===== config.mk =====
export PLATFORM = sky130hd
export DESIGN_NAME = dasc_top
export DESIGN_NICKNAME = d
export VERILOG_FILES = /design/src/hdl/dasc_top.v
export VERILOG_INCLUDE_DIRS = /design/src /design/src/hdl
export SDC_FILE = /design/constraint.sdc
export NUM_CORES = 1
export LEC_CHECK = 0
export BUFFER_PORTS_ARGS = -buffer_cell sky130_fd_sc_hd__clkbuf_2
export CORE_MARGIN = 2
export CORE_UTILIZATION = 48
export DETAILED_ROUTE_END_ITERATION = 10
export PLACE_DENSITY = 0.8
export REMOVE_ABC_BUFFERS = 1
export SETUP_SLACK_MARGIN = 0.15
export SYNTH_ARGS = -nofsm -noshare
export SYNTH_HDL_FRONTEND = slang
export SYNTH_SLANG_ARGS = --single-unit

===== constraint.sdc =====
create_clock -name core_clk_i -period 1.6 [get_ports core_clk_i]
set_input_delay 0.16 -clock core_clk_i [delete_from_list [all_inputs] [get_ports core_clk_i]]
set_output_delay 0.16 -clock core_clk_i [all_outputs]
set_load 0.03 [all_outputs]

===== src/hdl/dasc_consts.vh =====
`ifndef DASC_CONSTS_VH
`define DASC_CONSTS_VH
`define DASC_WORD_W 8
`define DASC_ATTEN_W 6
`define DASC_CNT_W 4
`define DASC_ATTEN_MAX_GAIN 6'h3f
`define DASC_ATTEN_FULL 6'h00
`define DASC_WB_ADDR_STATUS 4'h0
`define DASC_WB_ADDR_CTRL 4'h4
`define DASC_WB_ADDR_SHIFT 4'h8
`endif


===== src/hdl/dasc_top.v =====
// The implementer's own choices: register access over Wishbone and the register offsets.
`timescale 1ns/1ps
`default_nettype none
`include "dasc_consts.vh"
module dasc_top (
   // Clock and reset
   input wire core_clk_i,
   input wire rst_n_i,
   // Serial control pins
   input wire ser_clk_i,
   input wire ser_data_in_i,
   input wire out_atten_strobe_i,
   input wire in_atten_strobe_i,
   input wire word_order_sel_i,
   input wire init_state_sel_a_i,
   input wire init_state_sel_b_i,
   output reg ser_data_out_o,
   // Attenuator states
   output reg [5:0] out_atten_ctrl_bits_o,
   output reg [5:0] in_atten_ctrl_bits_o,
   // Wishbone slave
   input wire wb_cyc_i,
   input wire wb_stb_i,
   input wire wb_we_i,
   input wire [3:0] wb_adr_i,
   input wire [3:0] wb_sel_i,
   input wire [31:0] wb_dat_i,
   output reg [31:0] wb_dat_o,
   output reg wb_ack_o
);
////////////////////////////////////////////////////////////////////////////////
// Pin synchronisers
reg [5:0] sync1_reg;
reg [5:0] sync2_reg;
reg sclk_d_reg;
reg oes_d_reg;
reg ies_d_reg;
// Chain keeps tracking the pins in reset, so power-up selects are valid at release
always @(posedge core_clk_i) begin
   sync1_reg <= {init_state_sel_b_i, init_state_sel_a_i, word_order_sel_i,
                 in_atten_strobe_i, out_atten_strobe_i, ser_clk_i};
   sync2_reg <= sync1_reg;
   // Edge history follows the pins in reset: no false edge after release
   sclk_d_reg <= sync2_reg[0];
   oes_d_reg <= sync2_reg[1];
   ies_d_reg <= sync2_reg[2];
end
reg sdat1_reg;
reg sdat2_reg;
always @(posedge core_clk_i) begin
   if (!rst_n_i) begin
      sdat1_reg <= 1'b0;
      sdat2_reg <= 1'b0;
   end else begin
      sdat1_reg <= ser_data_in_i;
      sdat2_reg <= sdat1_reg;
   end
end
wire sclk_rise = sync2_reg[0] & ~sclk_d_reg;
wire oes_rise = sync2_reg[1] & ~oes_d_reg;
wire ies_rise = sync2_reg[2] & ~ies_d_reg;
wire msb_first = sync2_reg[3];
////////////////////////////////////////////////////////////////////////////////
// Shift register and word assembly
reg [7:0] shift_reg;
reg [3:0] bit_cnt_reg;
reg init_done_reg;
reg [31:0] ctrl_reg;
wire [7:0] word_le;
genvar gi;
generate
   for (gi = 0; gi < 8; gi = gi + 1) begin : g_rev
      assign word_le[gi] = shift_reg[7 - gi];
   end
endgenerate
// MSB first: first bit ends at bit 7; LSB first: first bit ends at bit 0
wire [7:0] word_val = msb_first ? shift_reg : word_le;
wire ctrl_force_max = ctrl_reg[0];
always @(posedge core_clk_i) begin
   if (!rst_n_i) begin
      shift_reg <= 8'h00;
      bit_cnt_reg <= 4'h0;
      ser_data_out_o <= 1'b0;
      out_atten_ctrl_bits_o <= `DASC_ATTEN_FULL;
      in_atten_ctrl_bits_o <= `DASC_ATTEN_FULL;
      init_done_reg <= 1'b0;
   end else begin
      if (sclk_rise) begin
         shift_reg <= {shift_reg[6:0], sdat2_reg};
         ser_data_out_o <= shift_reg[7];
         if (bit_cnt_reg != 4'h8)
            bit_cnt_reg <= bit_cnt_reg + 4'h1;
      end
      if (!init_done_reg) begin
         init_done_reg <= 1'b1;
         if (!sync2_reg[1] && !sync2_reg[2]) begin
            if (sync2_reg[4] && sync2_reg[5]) begin
               out_atten_ctrl_bits_o <= `DASC_ATTEN_MAX_GAIN;
               in_atten_ctrl_bits_o <= `DASC_ATTEN_MAX_GAIN;
            end
         end
      end else if (ctrl_force_max) begin
         out_atten_ctrl_bits_o <= `DASC_ATTEN_MAX_GAIN;
         in_atten_ctrl_bits_o <= `DASC_ATTEN_MAX_GAIN;
      end else begin
         // Low bit inserts its step, all high is 0 dB
         if (oes_rise)
            out_atten_ctrl_bits_o <= word_val[5:0];
         if (ies_rise)
            in_atten_ctrl_bits_o <= word_val[5:0];
      end
      if (init_done_reg && !ctrl_force_max && (oes_rise || ies_rise))
         bit_cnt_reg <= sclk_rise ? 4'h1 : 4'h0;
   end
end
////////////////////////////////////////////////////////////////////////////////
// Wishbone slave
wire wb_req = wb_cyc_i & wb_stb_i & ~wb_ack_o;
always @(posedge core_clk_i) begin
   if (!rst_n_i) begin
      wb_ack_o <= 1'b0;
      wb_dat_o <= 32'h00000000;
      ctrl_reg <= 32'h00000000;
   end else begin
      wb_ack_o <= wb_req;
      if (wb_req && wb_we_i && wb_adr_i == `DASC_WB_ADDR_CTRL && wb_sel_i[0])
         ctrl_reg <= {31'h00000000, wb_dat_i[0]};
      if (wb_req && !wb_we_i) begin
         case (wb_adr_i)
            `DASC_WB_ADDR_STATUS:
               wb_dat_o <= {16'h0000, 2'h0, in_atten_ctrl_bits_o,
                            2'h0, out_atten_ctrl_bits_o};
            `DASC_WB_ADDR_CTRL:
               wb_dat_o <= ctrl_reg;
            `DASC_WB_ADDR_SHIFT:
               wb_dat_o <= {19'h00000, msb_first, bit_cnt_reg, word_val};
            default:
               wb_dat_o <= 32'h00000000;
         endcase
      end
   end
end
endmodule
`default_nettype wire


Word-level counts from Yosys, hierarchy flattened
Index checks and enable logic that the tools add are counted.
{ "word_totals": {"register_bits": 77, "inputBits": 52} }
{ "op_classes": {"addsub": 1, "n_eq_ne": 5, "n_mux": 15, "bitwise": 9, "n_reduce_logical": 21} }
{ "ops": {"columns": ["cell", "n"], "rows": [
  ["two-way mux 6 bit", 8],
  ["one-hot mux 14 bit (3 select lines)", 1],
  ["two-way mux 4 bit", 3],
  ["logical AND 1 bit", 8],
  ["two-way mux 8 bit", 1],
  ["nonzero test 2 bit", 4],
  ["inequality test 3 x 2 -> 1 bit (second input constant)", 2],
  ["AND reduction 3 bit", 2],
  ["bitwise AND 1 bit", 5],
  ["adder 4 x 1 -> 4 bit (second input constant)", 1],
  ["equality test 4 x 3 -> 1 bit (second input constant)", 1],
  ["equality test 4 bit (second input constant)", 1],
  ["zero test 1 bit", 4],
  ["zero test 4 bit", 1],
  ["inequality test 4 bit (second input constant)", 1],
  ["NOT 1 bit", 4],
  ["two-way mux 1 bit", 2],
  ["AND reduction 2 bit", 1],
  ["logical OR 1 bit", 1]
]} }

Logic depth before layout (Yosys ltp)
Gate-level depths: netlist (run 1).
{ "depth": {"depth_word": 6, "depth_mapped": 6, "ltp_nobuf": 6} }

Least setup slack after synthesis (run 1)
OpenSTA, ideal clock, no wires.
{ "synth_path": {"path_type": "register -> register", "startpoint": "register wb_ack_o", "endpoint": "register wb_dat_o[1]", "arrival_time_ps": 1290, "slack_ps": 191, "stages_incl_launch_ff": 7, "period_less_slack_ps": 1409, "path_cell_list": "dfxtp_1 > nand3b_4 > or2_1 > buf_6 > and2_4 > buf_6 > o2bb2ai_1"} }
{ "synth_via": {"elab_chain_cells": 3} }
{ "synth_lines": {"columns": ["item", "line_no", "rtl"], "rows": [
  ["start, declared", "dasc_top.v:29", "output reg wb_ack_o"],
  ["start signal, assigned", "dasc_top.v:125", "wb_ack_o <= wb_req;"],
  ["NOT 1 bit", "dasc_top.v:118", "wire wb_req = wb_cyc_i & wb_stb_i & ~wb_ack_o;"],
  ["bitwise AND 1 bit", "dasc_top.v:118", null],
  ["logical AND 1 bit", "dasc_top.v:128", "if (wb_req && !wb_we_i) begin"],
  ["end signal, assigned", "dasc_top.v:131", "wb_dat_o <= {16'h0000, 2'h0, in_atten_ctrl_bits_o,"],
  ["end signal, assigned", "dasc_top.v:134", "wb_dat_o <= ctrl_reg;"],
  ["end signal, assigned", "dasc_top.v:136", "wb_dat_o <= {19'h00000, msb_first, bit_cnt_reg, word_val};"],
  ["end, declared", "dasc_top.v:28", "output reg [31:0] wb_dat_o,"]
]} }
Every way passes these cells.
A chain may end at the register's enable or synchronous reset.

Worst setup path after layout (run 1)
{ "layout_path": {"startpoint": "register wb_ack_o", "endpoint": "register wb_dat_o[13]"} }
The elaborated chain is that of the path after synthesis.

==> results.json, run 1 <==
{
  "routedWlPerCell_um": 13.34,
  "crit_fanout": 8,
  "grt_pass1_wl_mm": 7.783,
  "p_per_area_mw_per_mm2": 1123,
  "clockBufferDepth": 2,
  "crit_arrival_ns": 1.60,
  "final_area_mm2": 0.002868,
  "area_growth_pct": 19.19,
  "die_x_um": 74.80,
  "clk_latency_ns": 0.35,
  "drt.antenna.violating_nets": 0,
  "setup_tns_ns": 0,
  "worstHoldPathType": "input port to flip-flop",
  "clock_skew_ns": 0.009095,
  "fillerInstances": 438,
  "tightest_slew_ns": 0.5116,
  "clockRootBuffer": "clkbuf_8",
  "placed_cell_area_mm2": 0.002613,
  "syn_area_mm2": 0.002406,
  "row_count": 25,
  "antenna_found_initial": 0,
  "core_area_mm2": 0.004786,
  "synth_cell_types": 37,
  "via_per_inst": 5.039,
  "worstPathRequired_ns": 1.88,
  "diodes": 0,
  "first_pass_iters": 4,
  "async_flop_share": 0,
  "place_congestion": 0.8659,
  "drv_slew": 0,
  "drt_iter0_markers": 76,
  "fin_nets": 343,
  "critPathKind": "flip-flop to flip-flop",
  "cts_sinks": 59,
  "finalPower_mw": 3.221,
  "drc_errors": 0,
  "track_usage": 0.1910,
  "fin_crit_ns": 1.322,
  "cts_buffers": 9,
  "multi_input_comb_area_mm2": 0.001074,
  "yosys_warnings": 0,
  "gr-total-overflow": 0,
  "fin_crit_sh": 0.8264,
  "tritoncts": "built",
  "dieArea_mm2": 0.005595,
  "clk_pin_slew_ns": 0.07,
  "port_buffers": 45,
  "dp_hpwl_mm": 3.515,
  "first_global_vias": 1671,
  "rsz0062_at_grt": "false",
  "cts_htree_levels": 3,
  "status": "complete, no violations",
  "ios": 98,
  "p_leak_nw": 1.201,
  "max-cap-violations": 0,
  "routed_wl_mm": 4.817,
  "drive_above_1_share": 0.3265,
  "seqCellArea_mm2": 0.001182,
  "synth_area_per_cell_um2": 10.28,
  "synth-edff-count": 0,
  "dieHeight_um": 74.80,
  "yosys_most_used_dff": "dfxtp_1",
  "fmax_ghz": 0.7563,
  "ir_worst_vdd_uv": 739.7,
  "max_slew_margin": 0.6577,
  "num_vias": 1819,
  "initial_core_util": 0.5027,
  "hold_viol": 0,
  "grt_start_max_net_pins": 20,
  "syn-instance-count": 234,
  "critical_path.startpoint_type": "flip-flop",
  "setup_violations": 0,
  "synth-seq-cells": 59,
  "largest_register_ffs": 14,
  "end_kind": "flip-flop",
  "yosysSeqAreaShare": 0.4909
}
## final cells by class
class                      count  share of cell area
sequential                    59              0.4123
multi-input combinational    160              0.3743
clock buffer                  11             0.04930
clock inverter                 5             0.01832
tap                           67             0.02923
inverter                       3            0.003927
timing repair buffer          56              0.1126
## per-stage QoR
step                setup slack [ns]  hold slack, ns    util  std cells
global placement              0.2729          0.2628  0.5459        339
CTS                           0.2461         0.01206  0.5990        361
detailed placement            0.2531          0.2639  0.5459        339
finish                        0.2777         0.02459  0.5992        361
floorplan                     0.2465          0.1877       -        222
global route                  0.1695         0.02951  0.5992        361
## synthesized netlist by cell type, types with 4 or more instances
| master | instances | area (µm²) |
|---|---|---|
| nand3_1 | 8 | 40.04 |
| a22oi_1 | 6 | 45.04 |
| mux2_2 | 14 | 157.7 |
| nor2b_1 | 6 | 37.54 |
| buf_4 | 18 | 135.1 |
| a21boi_0 | 16 | 120.1 |
| o2bb2ai_1 | 6 | 52.55 |
| clkbuf_1 | 4 | 15.01 |
| nor2_1 | 8 | 30.03 |
| nand2_1 | 37 | 138.9 |
| dfxtp_1 | 59 | 1181 |
| o221a_2 | 12 | 135.1 |
## routing by layer
metal / routed length (µm) / part of all wire / global-route usage / up-vias
met5: 0 / 0 / 0 / -
met4: 92 / 0.019 / 0.08730 / 0
met3: 299 / 0.062 / 0.08434 / 12
met2: 2241 / 0.47 / 0.3088 / 66
met1: 2184 / 0.45 / 0.2186 / 840
li1: - / - / - / 901
## what timing repair did
action,CTS,global route
setup endpoints to repair,0,2
resized for setup,0,2
endpoints found under the hold margin,6,0
buffers inserted,0,0
hold buffers,6,0
## kinds of logic (layout without fill, tap and decap cells)
family          after synthesis  in the layout  share of synthesized area
compound gates               50             50                     0.1726
simple gates                 74             74                     0.1617
mux                          15             15                    0.06968
other cells                   1             18                   0.001559
flops                        59             59                     0.4909
buf+inv                      32             75                    0.08944
fa+ha+maj                     2              2                    0.01040
xor+xnor                      1              1                   0.003641
## where the power goes
group	switching (mW)	total, mW	internal [mW]
logic	0.211	0.326	0.115
registers	0.0402	1.56	1.52
clock network	0.579	1.33	0.753
## worst max-delay path, cell delays in order (launching register included)
cell and delay [ns]:
dfxtp_1 0.33, nand3b_4 0.16, nor2_1 0.41, nand4b_1 0.17, a21boi_0 0.18
## cells in the final DEF (no fill, tap or decap), types with 6 or more instances in the layout
cell type      instances
a21boi_0              16
clkbuf_2              45
mux2_2                14
a22oi_1                6
o221a_2               12
nand2_1               37
nor2b_1                6
clkbuf_8              10
nor2_1                 8
conb_1                18
dfxtp_1               58
o2bb2ai_1              6
dlygate4sd3_1          6
nand3_1                8
## path summary, 6_finish.rpt
| kind | from | endpoint | slack, ns | cells past startpoint |
|---|---|---|---|---|
| worst min register to register | sync1_reg[5]$_DFF_P_ | sync2_reg[5]$_DFF_P_ | 0.33 | 0 |
| worst max register to register | wb_ack_o$_SDFF_PN0_ | wb_dat_o[13]$_SDFFE_PN0P_ | 0.28 | 4 |
| worst min-delay path | ser_data_in_i | sdat1_reg$_SDFF_PN0_ | 0.02 | 2 |
| worst max-delay path | wb_ack_o$_SDFF_PN0_ | wb_dat_o[13]$_SDFFE_PN0P_ | 0.28 | 4 |
(Power assumes the default switching activity.)
==> run 2, diff against run 1 <==
ABC_AREA = 1   (was unset)
PLACE_DENSITY = 0.79   (was 0.8)
clock period = 1.22 ns   (was 1.6 ns; I/O delays follow)
==> run 2 against run 1 <==
  * Cell count increased by 34%
  * Register-to-register slack lost 0.22 ns
  * Hold slack better by 0.047 ns
  * Clock-buffer cell count rose by 2
  * Sequential power grew 33%
  * First-iteration DRC count increased by 110%
  * Clock skew down 0.0026 ns
  * Via count up 32%
  * Combinational power increased by 120%
  * Power is 36% higher
  * Sequential share of layout area down 6.7 points
==> results.json, run 2 <==
{
  "tritoncts": "built",
  "fin_ws_ns": 0.05450,
  "syn_area_mm2": 0.002505,
  "track_usage": 0.2038,
  "setup_tns_ns": 0,
  "clockRootBuffer": "clkbuf_8",
  "crit_arrival_ns": 1.40,
  "synth_top_area_share": 0.4715,
  "drive_above_1_share": 0.3641,
  "crit_fanout": 8,
  "setup_violations": 0,
  "drt_iter0_markers": 163,
  "synth_area_per_cell_um2": 7.637,
  "grt_start_max_net_pins": 24,
  "ir_worst_vdd_uv": 810.3,
  "routed_wl_mm": 6.045,
  "fin_cells": 482,
  "final_common_cell": "nand2_1",
  "antenna_found_initial": 0,
  "synth-seq-cells": 59,
  "clock_skew_ns": 0.006521,
  "dp_hpwl_mm": 3.704,
  "first_pass_iters": 6,
  "yosysSeqAreaShare": 0.4715,
  "max-cap-violations": 0,
  "final_cell_mix": "nand2_1 (78), dfxtp_1 (49), clkbuf_2 (33)",
  "diodes": 0,
  "drc_errors": 0,
  "utilization": 0.6847,
  "routedWlPerCell_um": 12.54,
  "fin_crit_sh": 0.9553,
  "status": "complete, no violations",
  "num_vias": 2395,
  "worstPathRequired_ns": 1.45,
  "die_x_um": 76.24,
  "fin_crit_ns": 1.166,
  "row_count": 26,
  "worstHoldPathType": "input port to flip-flop",
  "cts_htree_levels": 3,
  "synth_common_cells": "nand2_1 (88), dfxtp_1 (59), a21oi_1 (36)",
  "ios": 98,
  "dieHeight_um": 76.24,
  "via_per_inst": 4.969,
  "clk_latency_ns": 0.33,
  "async_flop_share": 0,
  "largest_register_ffs": 14,
  "grt_pass1_wl_mm": 9.328,
  "drt.antenna.violating_nets": 0,
  "drv_slew": 0,
  "dp_slack_ns": 0.05537,
  "clk_pin_slew_ns": 0.06,
  "dieArea_mm2": 0.005813,
  "cts_buffers": 9,
  "cts_sinks": 59,
  "hold_ws_ns": 0.07184,
  "port_buffers": 45,
  "place_congestion": 0.8436,
  "synth_most_common_cell": "nand2_1",
  "critical_path.startpoint_type": "flip-flop",
  "fmax_ghz": 0.8580,
  "netlist_top_cells_area": "dfxtp_1 (47%), nand2_1 (13%), a21oi_1 (7.2%)",
  "final_area_mm2": 0.003475,
  "area_growth_pct": 38.71,
  "synth-edff-count": 0,
  "fin_nets": 462,
  "critPathKind": "flip-flop to flip-flop",
  "synth_cell_types": 27,
  "yosys_warnings": 0,
  "p_leak_nw": 1.592,
  "gr-total-overflow": 0,
  "clockBufferDepth": 2,
  "initial_core_util": 0.4936,
  "placed_cell_area_mm2": 0.002796,
  "core_area_mm2": 0.005075,
  "fillerInstances": 383,
  "yosys_most_used_dff": "dfxtp_1",
  "syn-instance-count": 328,
  "rsz0062_at_grt": "true",
  "end_kind": "flip-flop",
  "finalPower_mw": 4.379,
  "hold_viol": 0,
  "first_global_vias": 2093,
  "synth_top_area_cell": "dfxtp_1",
  "place_inst": 445,
  "p_per_area_mw_per_mm2": 1260
}
[run 2: cell count changes after synthesis, moves of 16 or more]
| cell | change |
|---|---|
| nand2_1 | +51 |
| nand3_1 | +23 |
| a21boi_0 | -16 |
| a21oi_1 | +33 |
| inv_1 | +19 |
[run 2: critical path, cell delays in order, from the launching register on]
cell and delay [ns]:
dfxtp_4 0.36, nor2_8 0.20, inv_2 0.07, or2_4 0.25, o21ai_2 0.14, nor2_1 0.05
[run 2: per-layer routing]
layer	routed length, µm	track usage
met1	2494	0.2358
met2	3027	0.3389
met3	398	0.04976
met4	125	0.1255
met5	0	0
[run 2: repair_timing]
item                                    4_1_cts  5_1_grt
endpoints found under the setup margin       38       49
cloned                                        1        1
pin swaps                                    24       12
resized for setup                            47       62
setup buffers                                12        1
hold endpoints to repair                      7        0
hold buffers                                  7        0
[run 2: cells by family (layout without fill, tap and decap cells)]
family          count (synthesis)  in the layout  share of synthesized area
compound gates                 56             56                     0.1164
fa+ha+maj                       2              2                   0.009988
buf+inv                        56            123                     0.1264
flops                          59             59                     0.4715
other cells                     1             18                   0.001497
simple gates                  154            154                     0.2742
[run 2: power by group]
part | internal [mW] | switching, mW | total, mW
combinational | 0.264 | 0.442 | 0.706
sequential | 2.01 | 0.0642 | 2.08
clock | 0.885 | 0.710 | 1.59
total | 3.16 | 1.22 | 4.38
[run 2: path summary, 6_finish.rpt]
kind,start,end,slack [ns],cells after the start
max reg2reg,ctrl_reg[0]$_SDFFE_PN0P_,in_atten_ctrl_bits_o[3]$_SDFFE_PN0P_,0.05,5
max,ctrl_reg[0]$_SDFFE_PN0P_,in_atten_ctrl_bits_o[3]$_SDFFE_PN0P_,0.05,5
min reg2reg,sync1_reg[0]$_DFF_P_,sync2_reg[0]$_DFF_P_,0.32,0
min,rst_n_i,bit_cnt_reg[1]$_SDFFE_PN0P_,0.07,3
[run 2: layout make-up]
cell class,instances,area (µm²),area share
Clock inverter,2,10.01,0.002881
Timing Repair Buffer,81,638.1,0.1837
Clock buffer,13,168.9,0.04861
Multi-Input combinational cell,230,1260,0.3626
Sequential cell,59,1199,0.3450
Inverter,27,111.4,0.03205
Tap cell,70,87.58,0.02521
